## config.mk

```make
export PLATFORM = sky130hd
export DESIGN_NAME = pwm_dither_closed_loop
export DESIGN_NICKNAME = d
export VERILOG_FILES = /design/src/pwm_dither_pkg.sv /design/src/pwm_dither_closed_loop.sv
export SDC_FILE = /design/constraint.sdc
export NUM_CORES = 1
export LEC_CHECK = 0
export BUFFER_PORTS_ARGS = -buffer_cell sky130_fd_sc_hd__clkbuf_2
export CELL_PAD_IN_SITES_DETAIL_PLACEMENT = 1
export CELL_PAD_IN_SITES_GLOBAL_PLACEMENT = 2
export CORE_MARGIN = 2
export CORE_UTILIZATION = 41
export CTS_BUF_LIST = sky130_fd_sc_hd__clkbuf_2 sky130_fd_sc_hd__clkbuf_4 sky130_fd_sc_hd__clkbuf_8
export DETAILED_ROUTE_END_ITERATION = 8
export PLACE_DENSITY_LB_ADDON = 0.1
export SYNTH_ARGS = -nofsm -noshare
export SYNTH_HDL_FRONTEND = slang
export SYNTH_SLANG_ARGS = --single-unit
```

## constraint.sdc

```tcl
create_clock -name aclk -period 10 [get_ports aclk]
set_input_delay 2 -clock aclk [delete_from_list [all_inputs] [get_ports aclk]]
set_output_delay 2 -clock aclk [all_outputs]
set_load 0.05 [all_outputs]
```

## src/pwm_dither_pkg.sv

```systemverilog
// Constants, register map and types for the dithering PWM controller
package pwm_dither_pkg;
   localparam int unsigned CLK_HZ        = 25_000_000;
   localparam int unsigned CLK_PERIOD_NS = 40;
   // PWM period and step pacing: 256 steps per period
   localparam int unsigned PWM_PERIOD_NS = 16_000;
   localparam int unsigned PWM_CYC       = PWM_PERIOD_NS / CLK_PERIOD_NS;
   localparam int unsigned PWM_STEPS     = 256;
   localparam int unsigned SEQ_LEN       = 16;
   // Closed-loop correction interval
   localparam int unsigned CORR_NS       = 156_250_000;
   localparam int unsigned CORR_CYC      = CORR_NS / CLK_PERIOD_NS;
   // Monitor value pacing, 102.4 Hz
   localparam int unsigned VALUE_NS      = 9_765_625;
   localparam int unsigned VALUE_CYC     = VALUE_NS / CLK_PERIOD_NS;
   // Serial monitor, 10-bit frames
   localparam int unsigned BAUD          = 115_200;
   localparam int unsigned BIT_CYC       = CLK_HZ / BAUD;
   localparam int unsigned FRAME_BITS    = 10;
   // Setting limits
   localparam logic [11:0] SETTING_MAX   = 12'hFF0;
   localparam logic [11:0] SETTING_MIN   = 12'h000;
   localparam logic [11:0] SETTING_RST   = 12'h000;
   localparam logic [9:0]  ROUND_HALF    = 10'h020;
   localparam int unsigned MEAS_SHIFT    = 6;
   localparam int unsigned MON_SHIFT     = 2;
   localparam int unsigned VALS_PER_LINE = 16;
   // Register byte offsets
   localparam logic [4:0] CTRL_OFS    = 5'h00;
   localparam logic [4:0] TARGET_OFS  = 5'h04;
   localparam logic [4:0] SETTING_OFS = 5'h08;
   localparam logic [4:0] MEAS_OFS    = 5'h0C;
   localparam logic [4:0] STATUS_OFS  = 5'h10;
   localparam int unsigned CTRL_LOOP_BIT = 0;
   localparam int unsigned CTRL_MON_BIT  = 1;
   localparam int unsigned CTRL_TEST_BIT = 2;
   localparam logic [1:0] RESP_OKAY   = 2'b00;
   localparam logic [1:0] RESP_SLVERR = 2'b10;
   localparam logic [7:0] CHAR_COMMA  = 8'h2C;
   localparam logic [7:0] CHAR_LF     = 8'h0A;

   typedef enum logic [1:0] {
      FMT_IDLE = 2'b01,
      FMT_SEND = 2'b10
   } fmt_state_e;
endpackage
```

## src/pwm_dither_closed_loop.sv

```systemverilog
// Dithering PWM controller with ADC feedback, sample FIFO and monitor
//
// Chosen here: the AXI4-Lite slave port and the placing of the registers.
`timescale 1ns/100ps

module sample_fifo #(
   parameter int unsigned WIDTH = 10,
   parameter int unsigned DEPTH = 8
) (
   input  wire logic             aclk,
   input  wire logic             aresetn,
   input  wire logic [WIDTH-1:0] in_data,
   input  wire logic             in_valid,
   output logic                  in_ready,
   output logic [WIDTH-1:0]      out_data,
   output logic                  out_valid,
   input  wire logic             out_ready
);
   localparam int unsigned AW = $clog2(DEPTH);
   initial begin
      if (DEPTH < 2 || (1 << AW) != DEPTH) begin
         $error("sample_fifo depth must be a power of two, at least 2");
      end
   end
   logic [WIDTH-1:0] mem_q [DEPTH];
   logic [AW-1:0]    wp_q;
   logic [AW-1:0]    rp_q;
   logic [AW:0]      cnt_q;
   logic [AW:0]      cnt_d;
   wire              push = in_valid & in_ready;
   wire              pop  = out_valid & out_ready;

   assign out_valid = (cnt_q != '0);
   assign out_data  = mem_q[rp_q];
   assign cnt_d     = cnt_q + (AW+1)'(push) - (AW+1)'(pop);

   always_ff @(posedge aclk) begin
      if (push) begin
         mem_q[wp_q] <= in_data;
      end
   end
   // Ready is a flop so the source sees back-pressure without a comb path
   always_ff @(posedge aclk) begin
      if (!aresetn) begin
         wp_q     <= '0;
         rp_q     <= '0;
         cnt_q    <= '0;
         in_ready <= 1'b1;
      end else begin
         wp_q     <= wp_q + AW'(push);
         rp_q     <= rp_q + AW'(pop);
         cnt_q    <= cnt_d;
         in_ready <= (cnt_d != (AW+1)'(DEPTH));
      end
   end
endmodule

module pwm_dither_closed_loop
   import pwm_dither_pkg::*;
#(
   parameter int unsigned FIFO_DEPTH = 8,
   parameter int unsigned CORR_CYCLES  = CORR_CYC,
   parameter int unsigned VALUE_CYCLES = VALUE_CYC
) (
   input  wire logic        aclk,
   input  wire logic        aresetn,
   input  wire logic [4:0]  s_axi_awaddr,
   input  wire logic        s_axi_awvalid,
   output logic             s_axi_awready,
   input  wire logic [31:0] s_axi_wdata,
   input  wire logic [3:0]  s_axi_wstrb,
   input  wire logic        s_axi_wvalid,
   output logic             s_axi_wready,
   output logic [1:0]       s_axi_bresp,
   output logic             s_axi_bvalid,
   input  wire logic        s_axi_bready,
   input  wire logic [4:0]  s_axi_araddr,
   input  wire logic        s_axi_arvalid,
   output logic             s_axi_arready,
   output logic [31:0]      s_axi_rdata,
   output logic [1:0]       s_axi_rresp,
   output logic             s_axi_rvalid,
   input  wire logic        s_axi_rready,
   input  wire logic [9:0]  feedback_analog_input,
   input  wire logic        feedback_valid,
   output logic             feedback_ready,
   output logic             pwm_output_pin,
   output logic             monitor_serial_port
);
   initial begin
      // Pacing counters are 22 and 20 bits wide
      if (CORR_CYCLES < 1 || CORR_CYCLES > 32'h0040_0000
          || VALUE_CYCLES < 1 || VALUE_CYCLES > 32'h0010_0000) begin
         $error("pacing counts out of range");
      end
   end

   // Registers
   logic        loop_en_q;
   logic        mon_en_q;
   logic [11:0] target_q;
   logic [11:0] setting_q;
   logic [11:0] meas_q;
   logic        test_run_q;
   logic [7:0]  test_code_q;
   logic [4:0]  awaddr_q;
   logic [31:0] wdata_q;
   logic [3:0]  wstrb_q;

   // Write path: address and data taken in either order
   wire aw_hs   = s_axi_awvalid & s_axi_awready;
   wire w_hs    = s_axi_wvalid & s_axi_wready;
   wire wr_go   = ~s_axi_awready & ~s_axi_wready & ~s_axi_bvalid;
   wire wr_ctrl = wr_go & (awaddr_q == CTRL_OFS);
   wire wr_tgt  = wr_go & (awaddr_q == TARGET_OFS);
   wire wr_hit  = (awaddr_q == CTRL_OFS) | (awaddr_q == TARGET_OFS);
   wire test_start = wr_ctrl & wstrb_q[0] & wdata_q[CTRL_TEST_BIT]
                     & ~test_run_q;
   wire [11:0] tgt_wr = {wstrb_q[1] ? wdata_q[11:8] : target_q[11:8],
                         wstrb_q[0] ? wdata_q[7:0]  : target_q[7:0]};
   // Targets above the top code are clamped rather than refused
   wire [11:0] tgt_clamped = (tgt_wr > SETTING_MAX) ? SETTING_MAX
                                                   : tgt_wr;

   always_ff @(posedge aclk) begin
      if (!aresetn) begin
         s_axi_awready <= 1'b1;
         s_axi_wready  <= 1'b1;
         s_axi_bvalid  <= 1'b0;
         s_axi_bresp   <= RESP_OKAY;
         awaddr_q      <= '0;
         wdata_q       <= '0;
         wstrb_q       <= '0;
      end else begin
         if (aw_hs) begin
            s_axi_awready <= 1'b0;
            awaddr_q      <= s_axi_awaddr;
         end
         if (w_hs) begin
            s_axi_wready <= 1'b0;
            wdata_q      <= s_axi_wdata;
            wstrb_q      <= s_axi_wstrb;
         end
         if (wr_go) begin
            s_axi_bvalid <= 1'b1;
            s_axi_bresp  <= wr_hit ? RESP_OKAY : RESP_SLVERR;
         end
         if (s_axi_bvalid & s_axi_bready) begin
            s_axi_bvalid  <= 1'b0;
            s_axi_awready <= 1'b1;
            s_axi_wready  <= 1'b1;
         end
      end
   end

   // Read path, answered the cycle after the address is taken
   wire        ar_hs = s_axi_arvalid & s_axi_arready;
   wire        rd_hit;
   wire [31:0] rd_mux;
   assign rd_hit = (s_axi_araddr == CTRL_OFS) | (s_axi_araddr == TARGET_OFS)
                 | (s_axi_araddr == SETTING_OFS) | (s_axi_araddr == MEAS_OFS)
                 | (s_axi_araddr == STATUS_OFS);
   assign rd_mux =
      (s_axi_araddr == CTRL_OFS)    ? {29'h0, test_run_q, mon_en_q,
                                       loop_en_q} :
      (s_axi_araddr == TARGET_OFS)  ? {20'h0, target_q} :
      (s_axi_araddr == SETTING_OFS) ? {20'h0, setting_q} :
      (s_axi_araddr == MEAS_OFS)    ? {20'h0, meas_q} :
      (s_axi_araddr == STATUS_OFS)  ? {23'h0, test_run_q, test_code_q} :
                                      32'h0;

   always_ff @(posedge aclk) begin
      if (!aresetn) begin
         s_axi_arready <= 1'b1;
         s_axi_rvalid  <= 1'b0;
         s_axi_rdata   <= '0;
         s_axi_rresp   <= RESP_OKAY;
      end else if (ar_hs) begin
         s_axi_arready <= 1'b0;
         s_axi_rvalid  <= 1'b1;
         s_axi_rdata   <= rd_mux;
         s_axi_rresp   <= rd_hit ? RESP_OKAY : RESP_SLVERR;
      end else if (s_axi_rvalid & s_axi_rready) begin
         s_axi_rvalid  <= 1'b0;
         s_axi_arready <= 1'b1;
      end
   end

   // PWM step pacing: 256 steps spread over each period
   localparam int unsigned ACC_W = $clog2(PWM_CYC) + 1;
   logic [ACC_W-1:0] acc_q;
   wire  [ACC_W-1:0] acc_sum = acc_q + ACC_W'(PWM_STEPS);
   wire              step_en = (acc_sum >= ACC_W'(PWM_CYC));
   logic [7:0]       pcnt_q;
   logic [3:0]       seq_idx_q;
   logic [7:0]       duty_compare_reg;
   wire              period_end = step_en & (pcnt_q == 8'hFF);

   // 16-entry duty sequence and its rewrite walker
   logic [7:0]  seq_mem [SEQ_LEN];
   logic [11:0] table_src_q;
   logic        rw_busy_q;
   logic [3:0]  rw_idx_q;
   wire  [3:0]  rw_rev = {rw_idx_q[0], rw_idx_q[1], rw_idx_q[2], rw_idx_q[3]};
   // Bit-reversed slot order spreads the extra counts evenly
   wire  [7:0]  rw_entry = table_src_q[11:4]
                + 8'((rw_rev < table_src_q[3:0]) ? 1 : 0);

   always_ff @(posedge aclk) begin
      if (rw_busy_q) begin
         seq_mem[rw_idx_q] <= rw_entry;
      end
   end

   always_ff @(posedge aclk) begin
      if (!aresetn) begin
         acc_q            <= '0;
         pcnt_q           <= '0;
         seq_idx_q        <= '0;
         duty_compare_reg <= '0;
         pwm_output_pin   <= 1'b0;
      end else begin
         acc_q <= step_en ? acc_sum - ACC_W'(PWM_CYC) : acc_sum;
         if (step_en) begin
            pcnt_q <= pcnt_q + 8'h01;
         end
         if (period_end) begin
            seq_idx_q        <= seq_idx_q + 4'h1;
            duty_compare_reg <= test_run_q ? test_code_q
                                           : seq_mem[seq_idx_q];
         end
         // Count 0xFF is always low, so 0xFF duty is 255/256
         pwm_output_pin <= (pcnt_q < duty_compare_reg);
      end
   end

   // Sample FIFO and drain
   logic [9:0] smp;
   logic       smp_valid;
   logic       mon_pend_q;
   wire        drain = smp_valid & ~mon_pend_q;

   sample_fifo #(.WIDTH(10), .DEPTH(FIFO_DEPTH)) u_fifo (
      .aclk      (aclk),
      .aresetn   (aresetn),
      .in_data   (feedback_analog_input),
      .in_valid  (feedback_valid),
      .in_ready  (feedback_ready),
      .out_data  (smp),
      .out_valid (smp_valid),
      .out_ready (~mon_pend_q)
   );

   logic [13:0] s16_q;
   logic [17:0] s256_q;
   logic [17:0] blk_sum_q;
   logic [3:0]  c16_q;
   logic [7:0]  c256_q;
   logic [21:0] corr_cnt_q;
   logic [19:0] val_cnt_q;
   logic        val_due_q;
   logic        mon_en_d1_q;
   logic [15:0] mon_val_q;
   logic [2:0]  mon_nch_q;
   logic [7:0]  mon_term_q;
   logic [3:0]  line_cnt_q;
   wire  [13:0] s16_done  = s16_q + 14'(smp);
   wire  [17:0] s256_done = s256_q + 18'(smp);
   wire         g16  = drain & (c16_q == 4'hF);
   wire         g256 = drain & (c256_q == 8'hFF);
   wire         corr_tick = (corr_cnt_q == 22'(CORR_CYCLES - 1));
   wire  [18:0] round_sum = {1'b0, blk_sum_q} + 19'(ROUND_HALF);
   wire  [11:0] meas_new  = round_sum[17:6];
   wire         mon_start = mon_en_q & ~mon_en_d1_q;
   wire         fmt_take;

   always_ff @(posedge aclk) begin
      if (!aresetn) begin
         s16_q <= '0; s256_q <= '0; blk_sum_q <= '0;
         c16_q <= '0; c256_q <= '0; corr_cnt_q <= '0; meas_q <= '0;
      end else begin
         if (drain) begin
            c16_q  <= c16_q + 4'h1;
            c256_q <= c256_q + 8'h01;
            s16_q  <= g16 ? '0 : s16_done;
            s256_q <= g256 ? '0 : s256_done;
         end
         if (g256) begin
            blk_sum_q <= s256_done;
         end
         corr_cnt_q <= corr_tick ? '0 : corr_cnt_q + 22'h1;
         if (corr_tick) begin
            meas_q <= meas_new;
         end
      end
   end

   // Setting update: open loop follows target, closed loop steps by one
   always_ff @(posedge aclk) begin
      if (!aresetn) begin
         setting_q   <= SETTING_RST;
         loop_en_q   <= 1'b0;
         mon_en_q    <= 1'b0;
         target_q    <= SETTING_RST;
         table_src_q <= SETTING_RST;
         rw_busy_q   <= 1'b1;
         rw_idx_q    <= '0;
      end else begin
         if (wr_ctrl & wstrb_q[0]) begin
            loop_en_q <= wdata_q[CTRL_LOOP_BIT];
            mon_en_q  <= wdata_q[CTRL_MON_BIT];
         end
         if (wr_tgt) begin
            target_q <= tgt_clamped;
         end
         if (!loop_en_q) begin
            setting_q <= target_q;
         end else if (corr_tick) begin
            if (meas_new < target_q && setting_q != SETTING_MAX) begin
               setting_q <= setting_q + 12'h001;
            end else if (meas_new > target_q && setting_q != SETTING_MIN) begin
               setting_q <= setting_q - 12'h001;
            end
            // Equal measurement leaves setting alone
         end
         if (rw_busy_q) begin
            rw_idx_q <= rw_idx_q + 4'h1;
            if (rw_idx_q == 4'hF) begin
               rw_busy_q <= 1'b0;
            end
         end else if (setting_q != table_src_q) begin
            table_src_q <= setting_q;
            rw_busy_q   <= 1'b1;
         end
      end
   end

   // Offset test sweep and monitor value requests
   always_ff @(posedge aclk) begin
      if (!aresetn) begin
         test_run_q  <= 1'b0;
         test_code_q <= '0;
         mon_en_d1_q <= 1'b0;
         val_cnt_q   <= '0;
         val_due_q   <= 1'b0;
         mon_pend_q  <= 1'b0;
         mon_val_q   <= '0;
         mon_nch_q   <= '0;
         mon_term_q  <= CHAR_LF;
         line_cnt_q  <= '0;
      end else begin
         mon_en_d1_q <= mon_en_q;
         val_cnt_q   <= (val_cnt_q == 20'(VALUE_CYCLES - 1)) ? '0
                        : val_cnt_q + 20'h1;
         if (test_start) begin
            test_run_q  <= 1'b1;
            test_code_q <= 8'h00;
         end else if (test_run_q & g256) begin
            test_code_q <= test_code_q + 8'h01;
            if (test_code_q == 8'hFF) begin
               test_run_q <= 1'b0;
            end
         end
         // A start in the take cycle still queues its value
         if (fmt_take) begin
            mon_pend_q <= 1'b0;
         end
         if (mon_start) begin
            mon_pend_q <= 1'b1;
            mon_val_q  <= {4'h0, target_q};
            mon_nch_q  <= 3'd3;
            mon_term_q <= CHAR_LF;
            line_cnt_q <= '0;
         end else if (test_run_q & g256) begin
            mon_pend_q <= 1'b1;
            mon_val_q  <= {2'b00, s16_done};
            mon_nch_q  <= 3'd4;
            mon_term_q <= CHAR_LF;
         end else if (mon_en_q & ~test_run_q & g16 & val_due_q) begin
            val_due_q  <= 1'b0;
            mon_pend_q <= 1'b1;
            mon_val_q  <= {4'h0, s16_done[13:2]};
            mon_nch_q  <= 3'd3;
            line_cnt_q <= line_cnt_q + 4'h1;
            mon_term_q <= (line_cnt_q == 4'hF) ? CHAR_LF
                                              : CHAR_COMMA;
         end
         // Pacing set beats a same-cycle clear, so no slot is lost
         if (val_cnt_q == 20'(VALUE_CYCLES - 1)) begin
            val_due_q <= 1'b1;
         end
      end
   end

   // Character formatter and serial transmitter
   fmt_state_e  fmt_q;
   logic [15:0] sh_val_q;
   logic [2:0]  nch_q;
   logic [7:0]  term_q;
   logic [9:0]  frame_q;
   logic [3:0]  bits_q;
   logic [7:0]  baud_q;
   wire         tx_idle = (bits_q == 4'h0);
   wire  [3:0]  nib = (nch_q == 3'd4) ? sh_val_q[15:12] :
                      (nch_q == 3'd3) ? sh_val_q[11:8]  :
                      (nch_q == 3'd2) ? sh_val_q[7:4]   : sh_val_q[3:0];
   wire  [7:0]  hex_ch = (nib < 4'hA) ? 8'h30 + 8'(nib)
                                      : 8'h37 + 8'(nib);
   wire  [7:0]  next_ch = (nch_q == 3'd0) ? term_q : hex_ch;
   wire         baud_tick = (baud_q == 8'(BIT_CYC - 1));
   assign fmt_take = mon_pend_q & (fmt_q == FMT_IDLE);

   always_ff @(posedge aclk) begin
      if (!aresetn) begin
         fmt_q    <= FMT_IDLE;
         sh_val_q <= '0;
         nch_q    <= '0;
         term_q   <= CHAR_LF;
         frame_q  <= '1;
         bits_q   <= '0;
         baud_q   <= '0;
         monitor_serial_port <= 1'b1;
      end else begin
         unique case (fmt_q)
            FMT_IDLE: begin
               if (fmt_take) begin
                  sh_val_q <= mon_val_q;
                  nch_q    <= mon_nch_q;
                  term_q   <= mon_term_q;
                  fmt_q    <= FMT_SEND;
               end
            end
            FMT_SEND: begin
               if (tx_idle) begin
                  frame_q <= {1'b1, next_ch, 1'b0};
                  bits_q  <= 4'(FRAME_BITS);
                  baud_q  <= '0;
                  if (nch_q == 3'd0) begin
                     fmt_q <= FMT_IDLE;
                  end else begin
                     nch_q <= nch_q - 3'd1;
                  end
               end
            end
         endcase
         if (!tx_idle) begin
            monitor_serial_port <= frame_q[0];
            baud_q <= baud_tick ? '0 : baud_q + 8'h01;
            if (baud_tick) begin
               frame_q <= {1'b1, frame_q[9:1]};
               bits_q  <= bits_q - 4'h1;
            end
         end else begin
            monitor_serial_port <= 1'b1;
         end
      end
   end
endmodule

```

=== Word-level counts from Yosys, hierarchy flattened ===
Memories as Yosys holds them, arrays and structs flattened. A register that Yosys moved wholly into a read port is not among the register bits.
Index checks and enable logic that the tools add are counted.
W data, S select, Z words.

* Register bits after elaboration: 352
* Bits in writable memories: 208
* Bits of input ports: 64
* Output and inout bits: 44
* Logic and storage cells: 262
* Memories: 2

* $add $sub $neg: 26
* Magnitude comparators: 7
* Equality and inequality tests: 31
* Muxes and demuxes: 75
* Bitwise logic cells: 37
* Reduce and logical (&&, ||, !) cells: 30

{| class="wikitable"
|+ Memories
! memory !! depth !! width !! read ports !! clocked after Yosys merged registers in !! write ports !! RTL line !! text
|-
| seq_mem || 16 || 8 || 1 || 1 || 1 || pwm_dither_closed_loop.sv:200 || <nowiki>logic [7:0] seq_mem [SEQ_LEN];</nowiki>
|-
| u_fifo.mem_q || 8 || 10 || 1 || 1 || 1 || pwm_dither_closed_loop.sv:25 || <nowiki>logic [WIDTH-1:0] mem_q [DEPTH];</nowiki>
|}

{| class="wikitable"
|+ Operators with widths
! operator !! number
|-
| $mux W12 || 10
|-
| $mux W10 || 5
|-
| $mux W8 || 6
|-
| $mux W14 || 3
|-
| $mux W4 || 10
|-
| $add A8 B1 Y8 const B || 4
|-
| $eq A8 B8 Y1 const B || 4
|-
| $and A1 B1 Y1 || 23
|-
| $mux W1 || 23
|-
| $add A22 B1 Y22 const B || 1
|-
| $eq A22 B22 Y1 const B || 1
|-
| $add A20 B1 Y20 const B || 1
|-
| $eq A20 B18 Y1 const B || 1
|-
| $add A18 B10 Y18 || 1
|-
| $add A18 B6 Y18 const B || 1
|-
| $mux W18 || 1
|-
| $mux W3 || 6
|-
| $add A4 B1 Y4 const B || 4
|-
| $add A14 B10 Y14 || 1
|-
| $add A6 B4 Y7 const A || 2
|-
| $add A12 B1 Y12 const B || 1
|-
| $eq A4 B4 Y1 const B || 3
|-
| $gt A12 B12 Y1 || 1
|-
| $gt A12 B12 Y1 const B || 1
|-
| 47 further kinds || 92
|}

=== Logic depth before layout (Yosys ltp) ===
* Word-level depth: 11
* Mapped depth: 19
* Mapped depth without buffers: 19

=== Hierarchy ===
From an unflattened synthesis, not the netlist that was laid out.

* Cell total of the unflattened synthesis: 2277
* Area total of the unflattened synthesis: 24203.2 sq um

{| class="wikitable"
|+ By module, submodules not included
! module !! times used !! cells each !! area an instance (sq um) !! sequential area each (sq um)
|-
| pwm_dither_closed_loop || 1 || 2097 || 20546.0 || 9869.5
|-
| sample_fifo || 1 || 180 || 3657.3 || 2622.5
|}

=== Least setup slack after synthesis ===
Ideal clock, no wire load.

* Path kind: register to register
* Start: reg blk_sum_q[7]
* End: reg setting_q[11]
* Setup time: 134 ps
* Data arrival time: 4115 ps
* Data required time: 9866 ps
* Path slack: 5751 ps
* Stages on the path, launching flop included: 20
* Buffers on the path: 0
* Period minus slack after synthesis: 4249 ps
* Cell sequence: dfxtp_1 -> and3_1 -> nand3_1 -> nor2_1 -> nand2_1 -> xnor2_1 -> ha_1 -> a21oi_1 -> nand2_1 -> a221oi_1 -> nor3b_2 -> inv_1 -> ha_1 -> a211oi_1 -> o21ai_1 -> a41o_1 -> o41ai_2 -> mux2i_1 -> xor2_1 -> a21oi_1

* Word-level cells in the longest chain between the ends: 6
* Elaborated cells on any way between the ends: 10
* Classes of those cells: add/sub (1); order compare (2); eq/ne (1); mux (3); reduce/logical (3)

{| class="wikitable"
|+ Ends and longest elaborated chain
! item !! RTL line !! text
|-
| start: declaration || pwm_dither_closed_loop.sv:256 || <nowiki>logic [17:0] blk_sum_q;</nowiki>
|-
| start signal: assignment || pwm_dither_closed_loop.sv:289 || <nowiki>blk_sum_q <= s256_done;</nowiki>
|-
| $add A18 B6 Y18 (*) || pwm_dither_closed_loop.sv:272 || <nowiki>wire [18:0] round_sum = {1'b0, blk_sum_q} + 19'(ROUND_HALF);</nowiki>
|-
| named net round_sum[16] || pwm_dither_closed_loop.sv:272 ||
|-
| $lt A12 B12 Y1 || pwm_dither_closed_loop.sv:319 || <nowiki>if (meas_new < target_q && setting_q != SETTING_MAX) begin</nowiki>
|-
| $logic_and A1 B1 Y1 || pwm_dither_closed_loop.sv:319 ||
|-
| $mux W12 || pwm_dither_closed_loop.sv:319 ||
|-
| $mux W12 || pwm_dither_closed_loop.sv:318 || <nowiki>end else if (corr_tick) begin</nowiki>
|-
| $mux W12 || pwm_dither_closed_loop.sv:316 || <nowiki>if (!loop_en_q) begin</nowiki>
|-
| end signal: assignment || pwm_dither_closed_loop.sv:317 || <nowiki>setting_q <= target_q;</nowiki>
|-
| end signal: assignment || pwm_dither_closed_loop.sv:320 || <nowiki>setting_q <= setting_q + 12'h001;</nowiki>
|-
| end signal: assignment || pwm_dither_closed_loop.sv:322 || <nowiki>setting_q <= setting_q - 12'h001;</nowiki>
|-
| end: declaration || pwm_dither_closed_loop.sv:102 || <nowiki>logic [11:0] setting_q;</nowiki>
|}

Mark *: on every way through the listed nets, which the timed path passes. The rest lies on a longest branch. The select of a mux whose other input is x is not followed.
A chain may end at the register's enable or synchronous reset.

=== Worst setup path in the final report ===
* Start: reg blk_sum_q[6]
* End: reg setting_q[11]

The elaborated chain is that of the path after synthesis.

==> flow_summary.ini <==
[drt]
drtIter0Drc = 717
drc = 0
wirelength_microns = 62900
routedWlPerCell_microns = 19.9
vias_per_cell = 5.45
vias = 17284
ant_nets = 0
drt-pass1-iter-count = 4

[synth]
yosysMostFrequentCell = dfxtp_1
syn_avg_cell_area_sq_um = 10.6
yosysWarnings = 0
mappedNetlistArea_sq_um = 24000
synth_top_area_share_pct = 26.0
synthCells = 2256
synthTopCellsByCount = 312 x dfxtp_1, 243 x nand2_1, 208 x edfxtp_1
synth_edf_count = 208
synth_area_leader_cell = dfxtp_1
synthTopCellsByArea = dfxtp_1 26%, edfxtp_1 26%, mux4_2 5.7%, ha_1 4.6%, nand2_1 3.8%
synth-seq-cells = 520
ys_seq_area_share_pct = 52.0
ys.flop_type = dfxtp_1
synth_cell_types = 84
ys_async_sr_fraction_pct = 0

[final_layout]
largest-register = seq_mem
layout.nets = 2490
largest_register_ffs = 128
top_regs = seq_mem (128), u_fifo.mem_q (80), corr_cnt_q (22)
drive_above_1_share_pct = 14.4
stdcell_area_sq_um = 27000
final_cells = 3169
syn_to_final_growth_pct = 12.5

[floorplanning]
pin_count = 108
initial_core_util_pct = 41.5
core_area_sq_um = 57800
placementRows = 88
die_w_microns = 246
die_area_sq_um = 60500
fp.dieH_microns = 246

[timing]
slew_viol_final = 0
period_share_pct = 52.0
worstMarginPinSlew_ns = 1.31
post-route-min-period_ns = 5.20
rsz0062_at_grt = false
fmax_mhz = 192
finalHoldViolations = 0
tns_ns = 0
fin_skew_ns = 0.0243
maxSlewHeadroom_pct = 12.4
setup_violations = 0

[setup_path]
worstSetupStartpointType = flip-flop
cp_top_family = compound AO/OA/AOI/OAI gates
crit_buf_inv = 1
timing.critical_path.mode_cell = ha_1
path_class = reg -> reg
required_ns = 10.57
crit_fanout = 11
critical_path.cell_chain = ha_1 > and3_1 > nand3_1 > xnor2_1 > ha_1 > a21oi_1 > o21ai_0 > a221oi_1 > nor3b_2 > inv_1 > ha_1 > a211oi_1 > o21ai_1 > a41o_1 > o41ai_2 > mux2i_1 > xor2_1 > a21oi_1
slowest_delay_ns = 0.48
worstPathArrival_ns = 5.77
worstSetupEndpointType = flip-flop
slowest_stage = a221oi_1

[clocking]
clk_latency_ns = 0.70
clock-sinks = 520
clock_path_buffers = 3
cts_tree = done
cts_hold_buf = 0
postCtsSetupRepairBufs = 0
cts.clk_slew.worst_paths_ns = 0.06
numCtsBuffers = 92
cts_root_buf = clkbuf_8
htreeDepth = 3
cts_resized = 0

[run]
max_cap_viol_count = 0

[global_routing]
grt_max_degree = 84
antenna_found_initial = 2
grt_use_total_pct = 21.0
grt_overflow_total = 0
grt_pass1_wl_microns = 100000
grt_pass1_vias = 18038

[placement]
io_buffers = 63
dp.cells = 3005
gp_congestion = 0.792
hpwl_microns = 43400
dpl_cell_area_sq_um = 25000

[power]
p_per_area_nw_per_um2 = 219
ir_worst_vdd_v = 0.000159
p_leak_nw = 9.88

[status]
status = completed

[min_path]
hold_path_class = reg -> reg
==> cells by family (layout without fill, tap and decap cells) <==
family	Yosys count	after routing	share of synthesized area (%)
DFF	520	520	52.0
and+or+nand+nor	771	771	15.5
adders and majority gates	92	92	4.92
AOI/OAI and AO/OA	424	424	11.0
other	1	23	0.0156
muxes	114	114	7.99
xor gates and xnor gates	137	137	5.00
buffers and inverters	197	323	3.49
==> worst register-to-register path, cell delays in order (launching register included) <==
cell and delay [ns]:
dfxtp_1 0.39, ha_1 0.22, and3_1 0.26, nand3_1 0.11, xnor2_1 0.21, ha_1 0.30, a21oi_1 0.13, o21ai_0 0.12
a221oi_1 0.48, nor3b_2 0.43, inv_1 0.31, ha_1 0.38, a211oi_1 0.33, o21ai_1 0.18, a41o_1 0.29, o41ai_2 0.41
mux2i_1 0.27, xor2_1 0.17, a21oi_1 0.08
==> metal layers <==
metal  share of wire (%)  global-route usage, %
met5               0.021                      0
met4                 2.3                   6.24
met1                  46                   28.0
met3                 3.5                   3.55
met2                  48                   35.1
==> final timing paths <==
check                                                start  depth (start not counted)  slack [ns]                         end
worst min register to register  mon_term_q[1]$_SDFFE_PP1P_                          2        0.44  mon_term_q[1]$_SDFFE_PP1P_
worst max-delay path             blk_sum_q[6]$_SDFFE_PN0P_                         18        4.80  setting_q[11]$_SDFFE_PN0P_
worst max register to register   blk_sum_q[6]$_SDFFE_PN0P_                         18        4.80  setting_q[11]$_SDFFE_PN0P_
worst min-delay path            mon_term_q[1]$_SDFFE_PP1P_                          2        0.44  mon_term_q[1]$_SDFFE_PP1P_
==> metrics by stage <==
step / util [%] / total power, mW / hold slack (ns) / setup slack, ns
CTS: 46.7 / 6.02 / 0.446 / 4.75
floorplan: - / 3.49 / 0.416 / 5.75
global route: 46.7 / 6.26 / 0.468 / 4.33
global placement: 43.3 / 3.82 / 0.429 / 4.92
detailed placement: 43.3 / 3.87 / 0.436 / 4.80
finish: 46.7 / 5.92 / 0.441 / 4.80
==> power by group <==
part / switching [mW] / total, mW / internal, mW
clock network: 0.921 / 2.11 / 1.19
registers: 0.0872 / 2.42 / 2.34
logic: 0.841 / 1.39 / 0.549
total: 1.85 / 5.92 / 4.07
==> cells in the final DEF, fill, tap and decap left out, drive strengths merged, types with 28 or more instances in the layout <==
| master | Yosys | layout |
|---|---|---|
| and2 | 39 | 39 |
| mux2i | 41 | 41 |
| o21ai | 80 | 80 |
| nand4 | 30 | 30 |
| inv | 68 | 75 |
| clkbuf | 92 | 208 |
| nand3 | 86 | 86 |
| edfxtp | 208 | 208 |
| xnor2 | 62 | 62 |
| nor2 | 194 | 194 |
| nor3 | 28 | 28 |
| nand2 | 243 | 243 |
| and3 | 35 | 35 |
| xor2 | 75 | 75 |
| mux4 | 61 | 61 |
| dfxtp | 312 | 312 |
| ha | 88 | 88 |
| buf | 36 | 28 |
| a21oi | 174 | 174 |
==> layout make-up <==
| type | count | area, sq um |
|---|---|---|
| Fill cell | 6274 | 30800 |
| Timing Repair Buffer | 91 | 526 |
| Sequential cell | 520 | 12500 |
| Tap cell | 765 | 957 |
| Clock inverter | 18 | 178 |
| Multi-Input combinational cell | 1560 | 10800 |
| Inverter | 69 | 264 |
| Clock buffer | 145 | 1810 |
| Antenna cell | 1 | 2.50 |
Note: power is estimated with default switching activity, not from simulation.
